**config.mk**
```make
export PLATFORM = sky130hd
export DESIGN_NAME = scrl_top
export DESIGN_NICKNAME = d
export VERILOG_FILES = /design/src/design/scrl_top.v /design/src/design/scrl_rx_fifo.v
export VERILOG_INCLUDE_DIRS = /design/src /design/src/shared
export SDC_FILE = /design/constraint.sdc
export NUM_CORES = 1
export LEC_CHECK = 0
export BUFFER_PORTS_ARGS = -buffer_cell sky130_fd_sc_hd__buf_2
export CORE_UTILIZATION = 64
export CTS_BUF_LIST = sky130_fd_sc_hd__clkbuf_4 sky130_fd_sc_hd__clkbuf_8 sky130_fd_sc_hd__clkbuf_16
export DETAILED_ROUTE_END_ITERATION = 8
export PLACE_DENSITY = 0.84
export SLEW_MARGIN = 5
export SYNTH_ARGS = -nofsm -noshare
export SYNTH_HDL_FRONTEND = slang
export SYNTH_SLANG_ARGS = --single-unit
```
**constraint.sdc**
```tcl
create_clock -name clk -period 4.9 [get_ports clk]
set_clock_uncertainty 0.2 [all_clocks]
set_input_delay 0.735 -clock clk [delete_from_list [all_inputs] [get_ports clk]]
set_output_delay 0.735 -clock clk [all_outputs]
set_load 0.02 [all_outputs]
```
**src/shared/scrl_consts.vh**
```
// Register map, field positions, reset values and timing for the card receive/line block
`ifndef SCRL_CONSTS_VH
`define SCRL_CONSTS_VH
// Register addresses
`define SCRL_ADDR_W         16
`define SCRL_ADDR_RX_STATUS 16'hFE08
`define SCRL_ADDR_RX_DATA   16'hFE09
`define SCRL_ADDR_LINE_CTL  16'hFE0A
`define SCRL_ADDR_INT_STAT  16'hFE20
`define SCRL_ADDR_INT_MASK  16'hFE21
`define SCRL_ADDR_MODE      16'hFE22
// Line control fields
`define SCRL_LC_RST   7
`define SCRL_LC_IO    5
`define SCRL_LC_DIR   4
`define SCRL_LC_C8    3
`define SCRL_LC_C4    2
`define SCRL_LC_LVL   1
`define SCRL_LC_STOP  0
`define SCRL_LC_RESET 8'h21
// Receive status fields
`define SCRL_RS_PAR   0
`define SCRL_RS_OVR   1
`define SCRL_RS_EMPTY 2
`define SCRL_RS_FULL  3
// Interrupt status fields
`define SCRL_INT_RX_ERROR 0
`define SCRL_INT_RXDATA 1
// Mode field values
`define SCRL_MODE_NORMAL 2'h0
`define SCRL_MODE_BYPASS 2'h1
`define SCRL_MODE_SYNC   2'h2
// Card clock divider: half period in system clocks
`define SCRL_CLK_HALF 8'h02
`endif

```
**src/design/scrl_top.v**
```verilog
// Card receive status, receive data and contact line control
// ==========================================================
// Notes on behaviour
// RULE1: Parity error flag sets, clears on read, interrupts
// RULE2: Received bytes go into FIFO, read-only register
// RULE3: Non-sync: control bit one drives reset low
// RULE4: Firmware may stretch reset; keep zero in autosequence
// RULE5: Sync mode: reset line follows control bit
// RULE6: Reading I/O bit returns live line state
// RULE7: Bypass: written I/O bit drives the line
// RULE8: Sync: I/O bit holds card clock capture
// RULE9: Direction bit: one input, zero output; the line is driven only in bypass or sync mode
// RULE10: Contact eight: drive stored, read pin as input
// RULE11: Contact four behaves as contact eight
// RULE12: Clock rests at level bit; bypass drives directly
// RULE13: Stop bit zero runs clock, one halts
// RULE14: Bypass ignores clock stop bit
// RULE15: Each data read pops the oldest byte
`timescale 1ns/1ns
`include "scrl_consts.vh"
// ==========================================================
// Register map, byte wide; unmapped reads return zero
// 0xFE08 receive status, a read clears both error bits
//    bit 0  parity error, sticky until read
//    bit 1  overrun, byte lost on a full FIFO
//    bit 2  FIFO empty, live
//    bit 3  FIFO full, live
// 0xFE09 receive data, a read pops the oldest byte
// 0xFE0A line control
//    bit 7  card reset assert, sense flips in sync mode
//    bit 6  unused, reads zero
//    bit 5  I/O level, reads the line or the sync capture
//    bit 4  I/O direction, one is input
//    bit 3  contact eight level
//    bit 2  contact four level
//    bit 1  clock rest level
//    bit 0  clock stop
// 0xFE20 interrupt status, write one to clear
//    bit 0  receive error, parity or overrun
//    bit 1  byte stored in the FIFO
// 0xFE21 interrupt mask, same layout, one enables
// 0xFE22 mode: 0 normal, 1 bypass, 2 sync; 3 acts as normal
// ==========================================================
// Timing seen from the register port
// Read data stand only in the cycle after the read strobe
// Pins move two cycles after a write: register, then pin flop
// The irq output trails its status bit by one cycle
// The card clock half period is a fixed count of system clocks
// Sync capture lands one cycle after the card clock rises
// Pin reads are not synchronised, so a read of a moving line
// may return either level; firmware should read twice
// A byte arriving on a full FIFO is dropped, never overwritten
module scrl_top #(
   parameter FIFO_DEPTH_LOG2 = 4
) (
   input  wire        clk,
   input  wire        reset,
   // Register port
   input  wire [15:0] addr,
   input  wire [7:0]  wdata,
   input  wire        wr,
   input  wire        rd,
   output reg  [7:0]  rdata,
   // Receive character stream from the receiver core
   input  wire        rx_byte_valid,
   input  wire [7:0]  rx_byte,
   input  wire        rx_parity_bad,
   // Auxiliary contact directions from the pad configuration
   input  wire        c8_is_output,
   input  wire        c4_is_output,
   // Contact pins
   output reg         card_rst,
   input  wire        card_io_in,
   output reg         card_io_out,
   output reg         card_io_oe,
   input  wire        aux8_in,
   output reg         aux8_out,
   output reg         aux8_oe,
   input  wire        aux4_in,
   output reg         aux4_out,
   output reg         aux4_oe,
   output reg         card_clk,
   output reg         irq
);
   // ==========================================================
   // State
   // Receive flags
   reg        rx_parity_error_flag_reg;
   reg        rx_overrun_reg;

   // Line control and sync capture
   reg [7:0]  card_line_control_reg;
   reg        io_sync_capture_reg;

   // Interrupts and mode
   reg [1:0]  int_stat_reg;
   reg [1:0]  int_mask_reg;
   reg [1:0]  mode_reg;

   // Card clock divider and edge detector
   reg [7:0]  div_cnt_reg;
   reg        clk_phase_reg;
   reg        clk_prev_reg;

   // Read path
   reg [7:0]  rdata_next;

   wire [7:0] fifo_data;
   wire       fifo_empty;
   wire       fifo_full;
   wire       fifo_overrun;

   wire is_bypass = (mode_reg == `SCRL_MODE_BYPASS);
   wire is_sync   = (mode_reg == `SCRL_MODE_SYNC);

   // Function shared by both auxiliary contacts: output reads stored, input reads pin
   function aux_read;
      input is_out;
      input stored;
      input pin;
      begin
         aux_read = is_out ? stored : pin;
      end
   endfunction

   // Address match shared by every register strobe
   function reg_hit;
      input        strobe;
      input [15:0] a;
      input [15:0] target;
      begin
         reg_hit = strobe && (a == target);
      end
   endfunction

   // ==========================================================
   // Register strobes, decoded once so every process sees one copy
   wire rd_status   = reg_hit(rd, addr, `SCRL_ADDR_RX_STATUS);
   wire rd_data     = reg_hit(rd, addr, `SCRL_ADDR_RX_DATA);
   wire wr_line     = reg_hit(wr, addr, `SCRL_ADDR_LINE_CTL);
   wire wr_int_stat = reg_hit(wr, addr, `SCRL_ADDR_INT_STAT);
   wire wr_int_mask = reg_hit(wr, addr, `SCRL_ADDR_INT_MASK);
   wire wr_mode     = reg_hit(wr, addr, `SCRL_ADDR_MODE);

   // ==========================================================
   // Receive FIFO
   scrl_rx_fifo #(
      .WIDTH      (8),
      .DEPTH_LOG2 (FIFO_DEPTH_LOG2)
   ) u_fifo (
      .clk      (clk),
      .reset    (reset),
      .wr_valid (rx_byte_valid),
      .wr_data  (rx_byte),
      .rd_pop   (rd_data),   // RULE15
      .rd_data  (fifo_data),
      .empty    (fifo_empty),
      .full     (fifo_full),
      .overrun  (fifo_overrun)
   );

   // ==========================================================
   // Receive flags; a new event in the read cycle wins over read-clear
   always @(posedge clk)
   begin
      if (reset)
      begin
         rx_parity_error_flag_reg <= 1'b0;
         rx_overrun_reg           <= 1'b0;
      end
      else
      begin
         if (rx_byte_valid && rx_parity_bad)
            rx_parity_error_flag_reg <= 1'b1;   // RULE1
         else if (rd_status)
            rx_parity_error_flag_reg <= 1'b0;   // RULE1
         // Overrun shares the read-clear of the parity flag
         if (fifo_overrun)
            rx_overrun_reg <= 1'b1;
         else if (rd_status)
            rx_overrun_reg <= 1'b0;
      end
   end

   // ==========================================================
   // Interrupt status, write one to clear; set beats clear
   wire [1:0] int_events = {rx_byte_valid && !fifo_full,
                            (rx_byte_valid && rx_parity_bad) || fifo_overrun};
   always @(posedge clk)
   begin
      if (reset)
      begin
         int_stat_reg <= 2'h0;
         int_mask_reg <= 2'h0;
         mode_reg     <= `SCRL_MODE_NORMAL;
         irq          <= 1'b0;
      end
      else
      begin
         // Events are ORed in after the clear so a new one is never lost
         if (wr_int_stat)
            int_stat_reg <= (int_stat_reg & ~wdata[1:0]) | int_events;
         else
            int_stat_reg <= int_stat_reg | int_events;   // RULE1
         // Mask and mode are plain read/write registers
         if (wr_int_mask)
            int_mask_reg <= wdata[1:0];
         if (wr_mode)
            mode_reg <= wdata[1:0];
         // Registered, so irq trails the status bit by one cycle
         irq <= |(int_stat_reg & int_mask_reg);
      end
   end

   // ==========================================================
   // Line control register; writes always store, pins decide below
   always @(posedge clk)
   begin
      if (reset)
         card_line_control_reg <= `SCRL_LC_RESET;
      else if (wr_line)
         card_line_control_reg <= wdata & 8'hBF;   // RULE10 RULE11
   end

   // ==========================================================
   // Card clock generator; halted clock rests at the level bit
   wire clk_run = !card_line_control_reg[`SCRL_LC_STOP];   // RULE13
   always @(posedge clk)
   begin
      if (reset)
      begin
         div_cnt_reg   <= 8'h00;
         clk_phase_reg <= 1'b0;
      end
      else if (clk_run && !is_bypass)
      begin
         // Toggle once per half period of the card clock
         if (div_cnt_reg == `SCRL_CLK_HALF - 8'h01)
         begin
            div_cnt_reg   <= 8'h00;
            clk_phase_reg <= ~clk_phase_reg;
         end
         else
            div_cnt_reg <= div_cnt_reg + 8'h01;
      end
      else
      begin
         // Restart from the rest level so the first edge is clean
         div_cnt_reg   <= 8'h00;
         clk_phase_reg <= card_line_control_reg[`SCRL_LC_LVL];
      end
   end

   // ==========================================================
   // Pin drivers, all registered
   always @(posedge clk)
   begin
      if (reset)
      begin
         card_rst     <= 1'b1;
         card_io_out  <= 1'b0;
         card_io_oe   <= 1'b0;
         aux8_out     <= 1'b0;
         aux8_oe      <= 1'b0;
         aux4_out     <= 1'b0;
         aux4_oe      <= 1'b0;
         card_clk     <= 1'b0;
         clk_prev_reg <= 1'b0;
         io_sync_capture_reg <= 1'b0;
      end
      else
      begin
         // Reset sense flips in sync mode
         if (is_sync)
            card_rst <= card_line_control_reg[`SCRL_LC_RST];    // RULE5
         else
            card_rst <= ~card_line_control_reg[`SCRL_LC_RST];   // RULE3 RULE4
         // Direction bit only means anything in bypass or sync
         // Normal mode leaves the line to the transmitter, so never drive
         card_io_oe  <= (is_bypass || is_sync) &&
                        !card_line_control_reg[`SCRL_LC_DIR];   // RULE9
         card_io_out <= card_line_control_reg[`SCRL_LC_IO];     // RULE7
         // Contacts follow the pad direction; stored bits always reach the flop
         aux8_oe  <= c8_is_output;                                // RULE10
         aux8_out <= card_line_control_reg[`SCRL_LC_C8];          // RULE10
         aux4_oe  <= c4_is_output;                                // RULE11
         aux4_out <= card_line_control_reg[`SCRL_LC_C4];          // RULE11
         // Bypass hands the clock to the level bit alone
         if (is_bypass)
            card_clk <= card_line_control_reg[`SCRL_LC_LVL];     // RULE12 RULE14
         else
            card_clk <= clk_run ? clk_phase_reg
                                : card_line_control_reg[`SCRL_LC_LVL];   // RULE12 RULE13
         // Rising edge of the pin flop, seen one cycle late
         clk_prev_reg <= card_clk;
         if (card_clk && !clk_prev_reg)
            io_sync_capture_reg <= card_io_in;   // RULE8
      end
   end

   // ==========================================================
   // Read mux; the pin samples are deliberately not synchronised
   always @*
   begin
      // Unmapped addresses fall through to zero
      rdata_next = 8'h00;
      if (addr == `SCRL_ADDR_RX_STATUS)
         rdata_next = {4'h0, fifo_full, fifo_empty, rx_overrun_reg,
                       rx_parity_error_flag_reg};   // RULE1
      else if (addr == `SCRL_ADDR_RX_DATA)
         rdata_next = fifo_empty ? 8'h00 : fifo_data;   // RULE2
      else if (addr == `SCRL_ADDR_LINE_CTL)
      begin
         // Pin bits replace the stored ones on the way out: I/O line (sync capture in sync mode), contacts only as inputs
         rdata_next = card_line_control_reg;
         rdata_next[`SCRL_LC_IO] = is_sync ? io_sync_capture_reg
                                           : card_io_in;   // RULE6 RULE8
         rdata_next[`SCRL_LC_C8] = aux_read(c8_is_output,
                                            card_line_control_reg[`SCRL_LC_C8],
                                            aux8_in);   // RULE10
         rdata_next[`SCRL_LC_C4] = aux_read(c4_is_output,
                                            card_line_control_reg[`SCRL_LC_C4],
                                            aux4_in);   // RULE11
      end
      else if (addr == `SCRL_ADDR_INT_STAT)
         rdata_next = {6'h00, int_stat_reg};
      else if (addr == `SCRL_ADDR_INT_MASK)
         rdata_next = {6'h00, int_mask_reg};
      else if (addr == `SCRL_ADDR_MODE)
         rdata_next = {6'h00, mode_reg};
   end

   // Read data valid only in the cycle after the strobe
   // Zero between reads keeps stale data off the bus
   always @(posedge clk)
   begin
      if (reset)
         rdata <= 8'h00;
      else if (rd)
         rdata <= rdata_next;
      else
         rdata <= 8'h00;
   end
endmodule

```
**src/design/scrl_rx_fifo.v**
```verilog
// Receive byte FIFO for the card receive path
`timescale 1ns/1ns
module scrl_rx_fifo #(
   parameter WIDTH = 8,
   parameter DEPTH_LOG2 = 4
) (
   input  wire             clk,
   input  wire             reset,
   input  wire             wr_valid,
   input  wire [WIDTH-1:0] wr_data,
   input  wire             rd_pop,
   output wire [WIDTH-1:0] rd_data,
   output wire             empty,
   output wire             full,
   output wire             overrun
);
   localparam DEPTH = 1 << DEPTH_LOG2;
   reg [WIDTH-1:0]      mem_reg [0:DEPTH-1];
   reg [DEPTH_LOG2:0]   wptr_reg;
   reg [DEPTH_LOG2:0]   rptr_reg;

   assign empty = (wptr_reg == rptr_reg);
   assign full  = (wptr_reg[DEPTH_LOG2-1:0] == rptr_reg[DEPTH_LOG2-1:0]) &&
                  (wptr_reg[DEPTH_LOG2] != rptr_reg[DEPTH_LOG2]);
   assign overrun = wr_valid && full;
   assign rd_data = mem_reg[rptr_reg[DEPTH_LOG2-1:0]];

   // ==========================================================
   // Pointers; a byte arriving while full is dropped, not stored
   always @(posedge clk)
   begin
      if (reset)
      begin
         wptr_reg <= {(DEPTH_LOG2+1){1'b0}};
         rptr_reg <= {(DEPTH_LOG2+1){1'b0}};
      end
      else
      begin
         if (wr_valid && !full)
         begin
            mem_reg[wptr_reg[DEPTH_LOG2-1:0]] <= wr_data;   // RULE2
            wptr_reg <= wptr_reg + 1'b1;
         end
         if (rd_pop && !empty)
            rptr_reg <= rptr_reg + 1'b1;   // RULE15
      end
   end
endmodule

```
==> qor.yml <==
global_routing:
  first_global_vias: 4367
  grt_pass1_wl_mm: 23.0
  antenna_found_initial: 0
  grt_use_met1_pct: 33.1
  met2_usage_pct: 45.9
  grt_max_degree: 46
  track_usage_pct: 27.3
  grt-ovfl-total: 0
  grtUsageMet3_pct: 6.64
  busiest_layer: "met2"
sta:
  fin_crit_ns: 3.36
  setup_tns_ns: 0
  rsz0062_at_grt: "false"
  max_freq_mhz: 297
  maxSlewViolCount: 0
  fin_ws_ns: 1.54
  tightest_slew_ns: 1.31
  slew_headroom_pct: 12.5
  setup_viol: 0
  hold_viol: 0
  post-route-period-util_pct: 68.6
final_layout:
  final_common_cell: "edfxtp_1"
  mostFrequentLayoutCells: "edfxtp_1, buf_2, dfxtp_1, nand2_1, nor2_1"
  final_cell_count_no_fill: 720
  largest_register_ffs: 128
  layout.nets: 616
  syn_to_final_growth_pct: 14.8
  fin_util_pct: 75.2
  drive_above_1_share_pct: 26.2
  antenna_cells: 0
yosys:
  syn-num-nets: 555
  synthCells: 503
  synth-edff-count: 128
  ys_ff_latch: 185
  syn_area_per_cell_um2: 14.9
  yosysWarnings: 0
  yosysUniqueCellTypes: 50
  synth-main-ff-cell: "edfxtp_1"
  synthArstFlopShare_pct: 0
  synth_area_mm2: 0.00748
  yosysSeqAreaShare_pct: 66.7
clocking:
  htree_levels: 4
  clk_latency_ns: 0.44
  cts_buffer_depth: 2
  clock-root-buffer: "clkbuf_16"
  post_cts_buffers: 0
  cts_tree: "yes"
  post_cts_resized: 0
  cts_sinks: 185
  cts_hold_buffers: 0
  clk_pin_slew_ns: 0.07
  cts_buffers: 17
routing:
  antenna_left: 0
  viasPerCell: 6.35
  num_vias: 4575
  wl_mm: 15.5
  initialDrtViolationCount: 360
  firstDrtPassIters: 4
  drt_drc_violations_left: 0
  wl_per_cell_um: 21.5
power_and_ir_drop:
  p_leak_nw: 2.91
  power_density_mw_per_mm2: 373
  power.net_switching_mw: 0.661
  p_int_mw: 2.54
  p_sw_share_pct: 20.6
  power_mw: 3.20
  combPwrFrac_pct: 3.1
  clkPwrFrac_pct: 44.3
  seqPwrFrac_pct: 52.6
  ir_worst_vdd_mv: 0.397
outcome:
  status: "complete, no violations"
die:
  rows: 39
  die_h_um: 110
  io_pins: 60
  chipWidth_um: 110
  die_area_mm2: 0.0121
  start_util_pct: 65.5
  coreArea_mm2: 0.0114
hold_path:
  min_path_type: "flop to flop"
place:
  dpl.cell_count: 688
  dp_hpwl_mm: 9.75
  placement.io_buffers: 58
  finalWeightedCongestion: 0.841
  place_ws_ns: 1.62
critical_path:
  crit_required_ns: 4.74
  crit_type: "flop to flop"
  arrival_ns: 3.21
  cp-end-kind: "flop"
  path_max_fanout: 19
  startpoint_type: "flop"
job:
  cap_violations: 0
-- worst paths after layout --
path	from	endpoint	slack (ns)	cells past startpoint
worst min-delay path	card_line_control_reg[3]	card_line_control_reg[3]	0.27	2
worst max register to register	u_fifo.wptr_reg[2]	u_fifo.mem_reg[7][0]	1.54	4
worst max-delay path	u_fifo.wptr_reg[2]	u_fifo.mem_reg[7][0]	1.54	4
worst min register to register	card_line_control_reg[3]	card_line_control_reg[3]	0.27	2
-- cell type report --
class                           instances  area (µm²)
Clock buffer                           20         448
Clock inverter                         12         164
Fill cell                             675        2840
Inverter                                9        33.8
Multi-Input combinational cell        282        2400
Sequential cell                       185        4990
Tap cell                              143         179
Timing Repair Buffer                   69         373
-- power by group through the flow --
stage / Combinational [mW] / Clock [mW] / Sequential, mW
finish: 0.0992 / 1.42 / 1.69
global route: 0.108 / 1.48 / 1.69
CTS: 0.0985 / 1.43 / 1.69
detailed placement: 0.0964 / 0 / 1.72
global placement: 0.0915 / 0 / 1.72
floorplan: 0.0461 / 0 / 1.72
-- cells in the mapped netlist, types with 2 or more instances --
| master | number | area, µm² |
|---|---|---|
| edfxtp_1 | 128 | 3840 |
| dfxtp_1 | 57 | 1140 |
| nand2_1 | 33 | 124 |
| nor2_1 | 32 | 120 |
| mux4_2 | 31 | 698 |
| clkbuf_1 | 17 | 63.8 |
| mux2i_1 | 17 | 170 |
| nor2b_1 | 14 | 87.6 |
| o21ai_0 | 14 | 70.1 |
| nand3_1 | 13 | 65.1 |
| a21oi_1 | 11 | 55.1 |
| xor2_1 | 10 | 87.6 |
| ha_1 | 9 | 113 |
| inv_1 | 9 | 33.8 |
| nor4_1 | 9 | 56.3 |
| and3_1 | 8 | 50.1 |
| buf_2 | 8 | 40.0 |
| nand2b_1 | 8 | 50.1 |
| xnor2_1 | 8 | 70.1 |
| nor3_1 | 7 | 35.0 |
| o22ai_1 | 6 | 37.5 |
| a22oi_1 | 5 | 37.5 |
| a32oi_1 | 4 | 35.0 |
| nor4b_1 | 4 | 35.0 |
| o211ai_1 | 4 | 30.0 |
| o32ai_1 | 3 | 26.3 |
| a22o_1 | 2 | 17.5 |
| mux2_2 | 2 | 22.5 |
| nand3b_1 | 2 | 15.0 |
| nand4_1 | 2 | 12.5 |
| nand4b_1 | 2 | 17.5 |
| nor3b_1 | 2 | 15.0 |
| o2111ai_1 | 2 | 17.5 |
| o2bb2ai_1 | 2 | 17.5 |
| or2_2 | 2 | 12.5 |
| or3_1 | 2 | 12.5 |
-- worst max-delay path, stage by stage, from the launching register on --
cell and delay, ns:
dfxtp_1 0.76, xnor2_1 0.15, nand4_1 0.32, o21ai_2 0.36, nor4b_2 1.18
-- per-layer routing --
| metal | routed length [µm] | share of wire [%] |
|---|---|---|
| met4 | 413 | 2.7 |
| met2 | 7940 | 51 |
| met3 | 861 | 5.6 |
| met5 | 0 | 0 |
| met1 | 6270 | 40 |
-- kinds of logic after synthesis --
kind of cell             Yosys count  synth area share [%]
adder cells (fa/ha/maj)            9                  1.51
multiplexers                      50                  11.9
flip-flops                       185                  66.7
AND/OR/NAND/NOR                  145                  10.3
buffers and inverters             36                  1.99
XOR/XNOR                          18                  2.11
AO/OA/AOI/OAI                     60                  5.47
-- metrics by stage --
| step | hold WS, ns | area [µm²] |
|---|---|---|
| 2_1_floorplan | 0.221 | 7480 |
| 3_3_place_gp | 0.246 | 7970 |
| 3_5_place_dp | 0.265 | 7970 |
| 4_1_cts | 0.274 | 8580 |
| 5_1_grt | 0.296 | 8580 |
| 6_report | 0.274 | 8580 |
(Power assumes the default switching activity.)
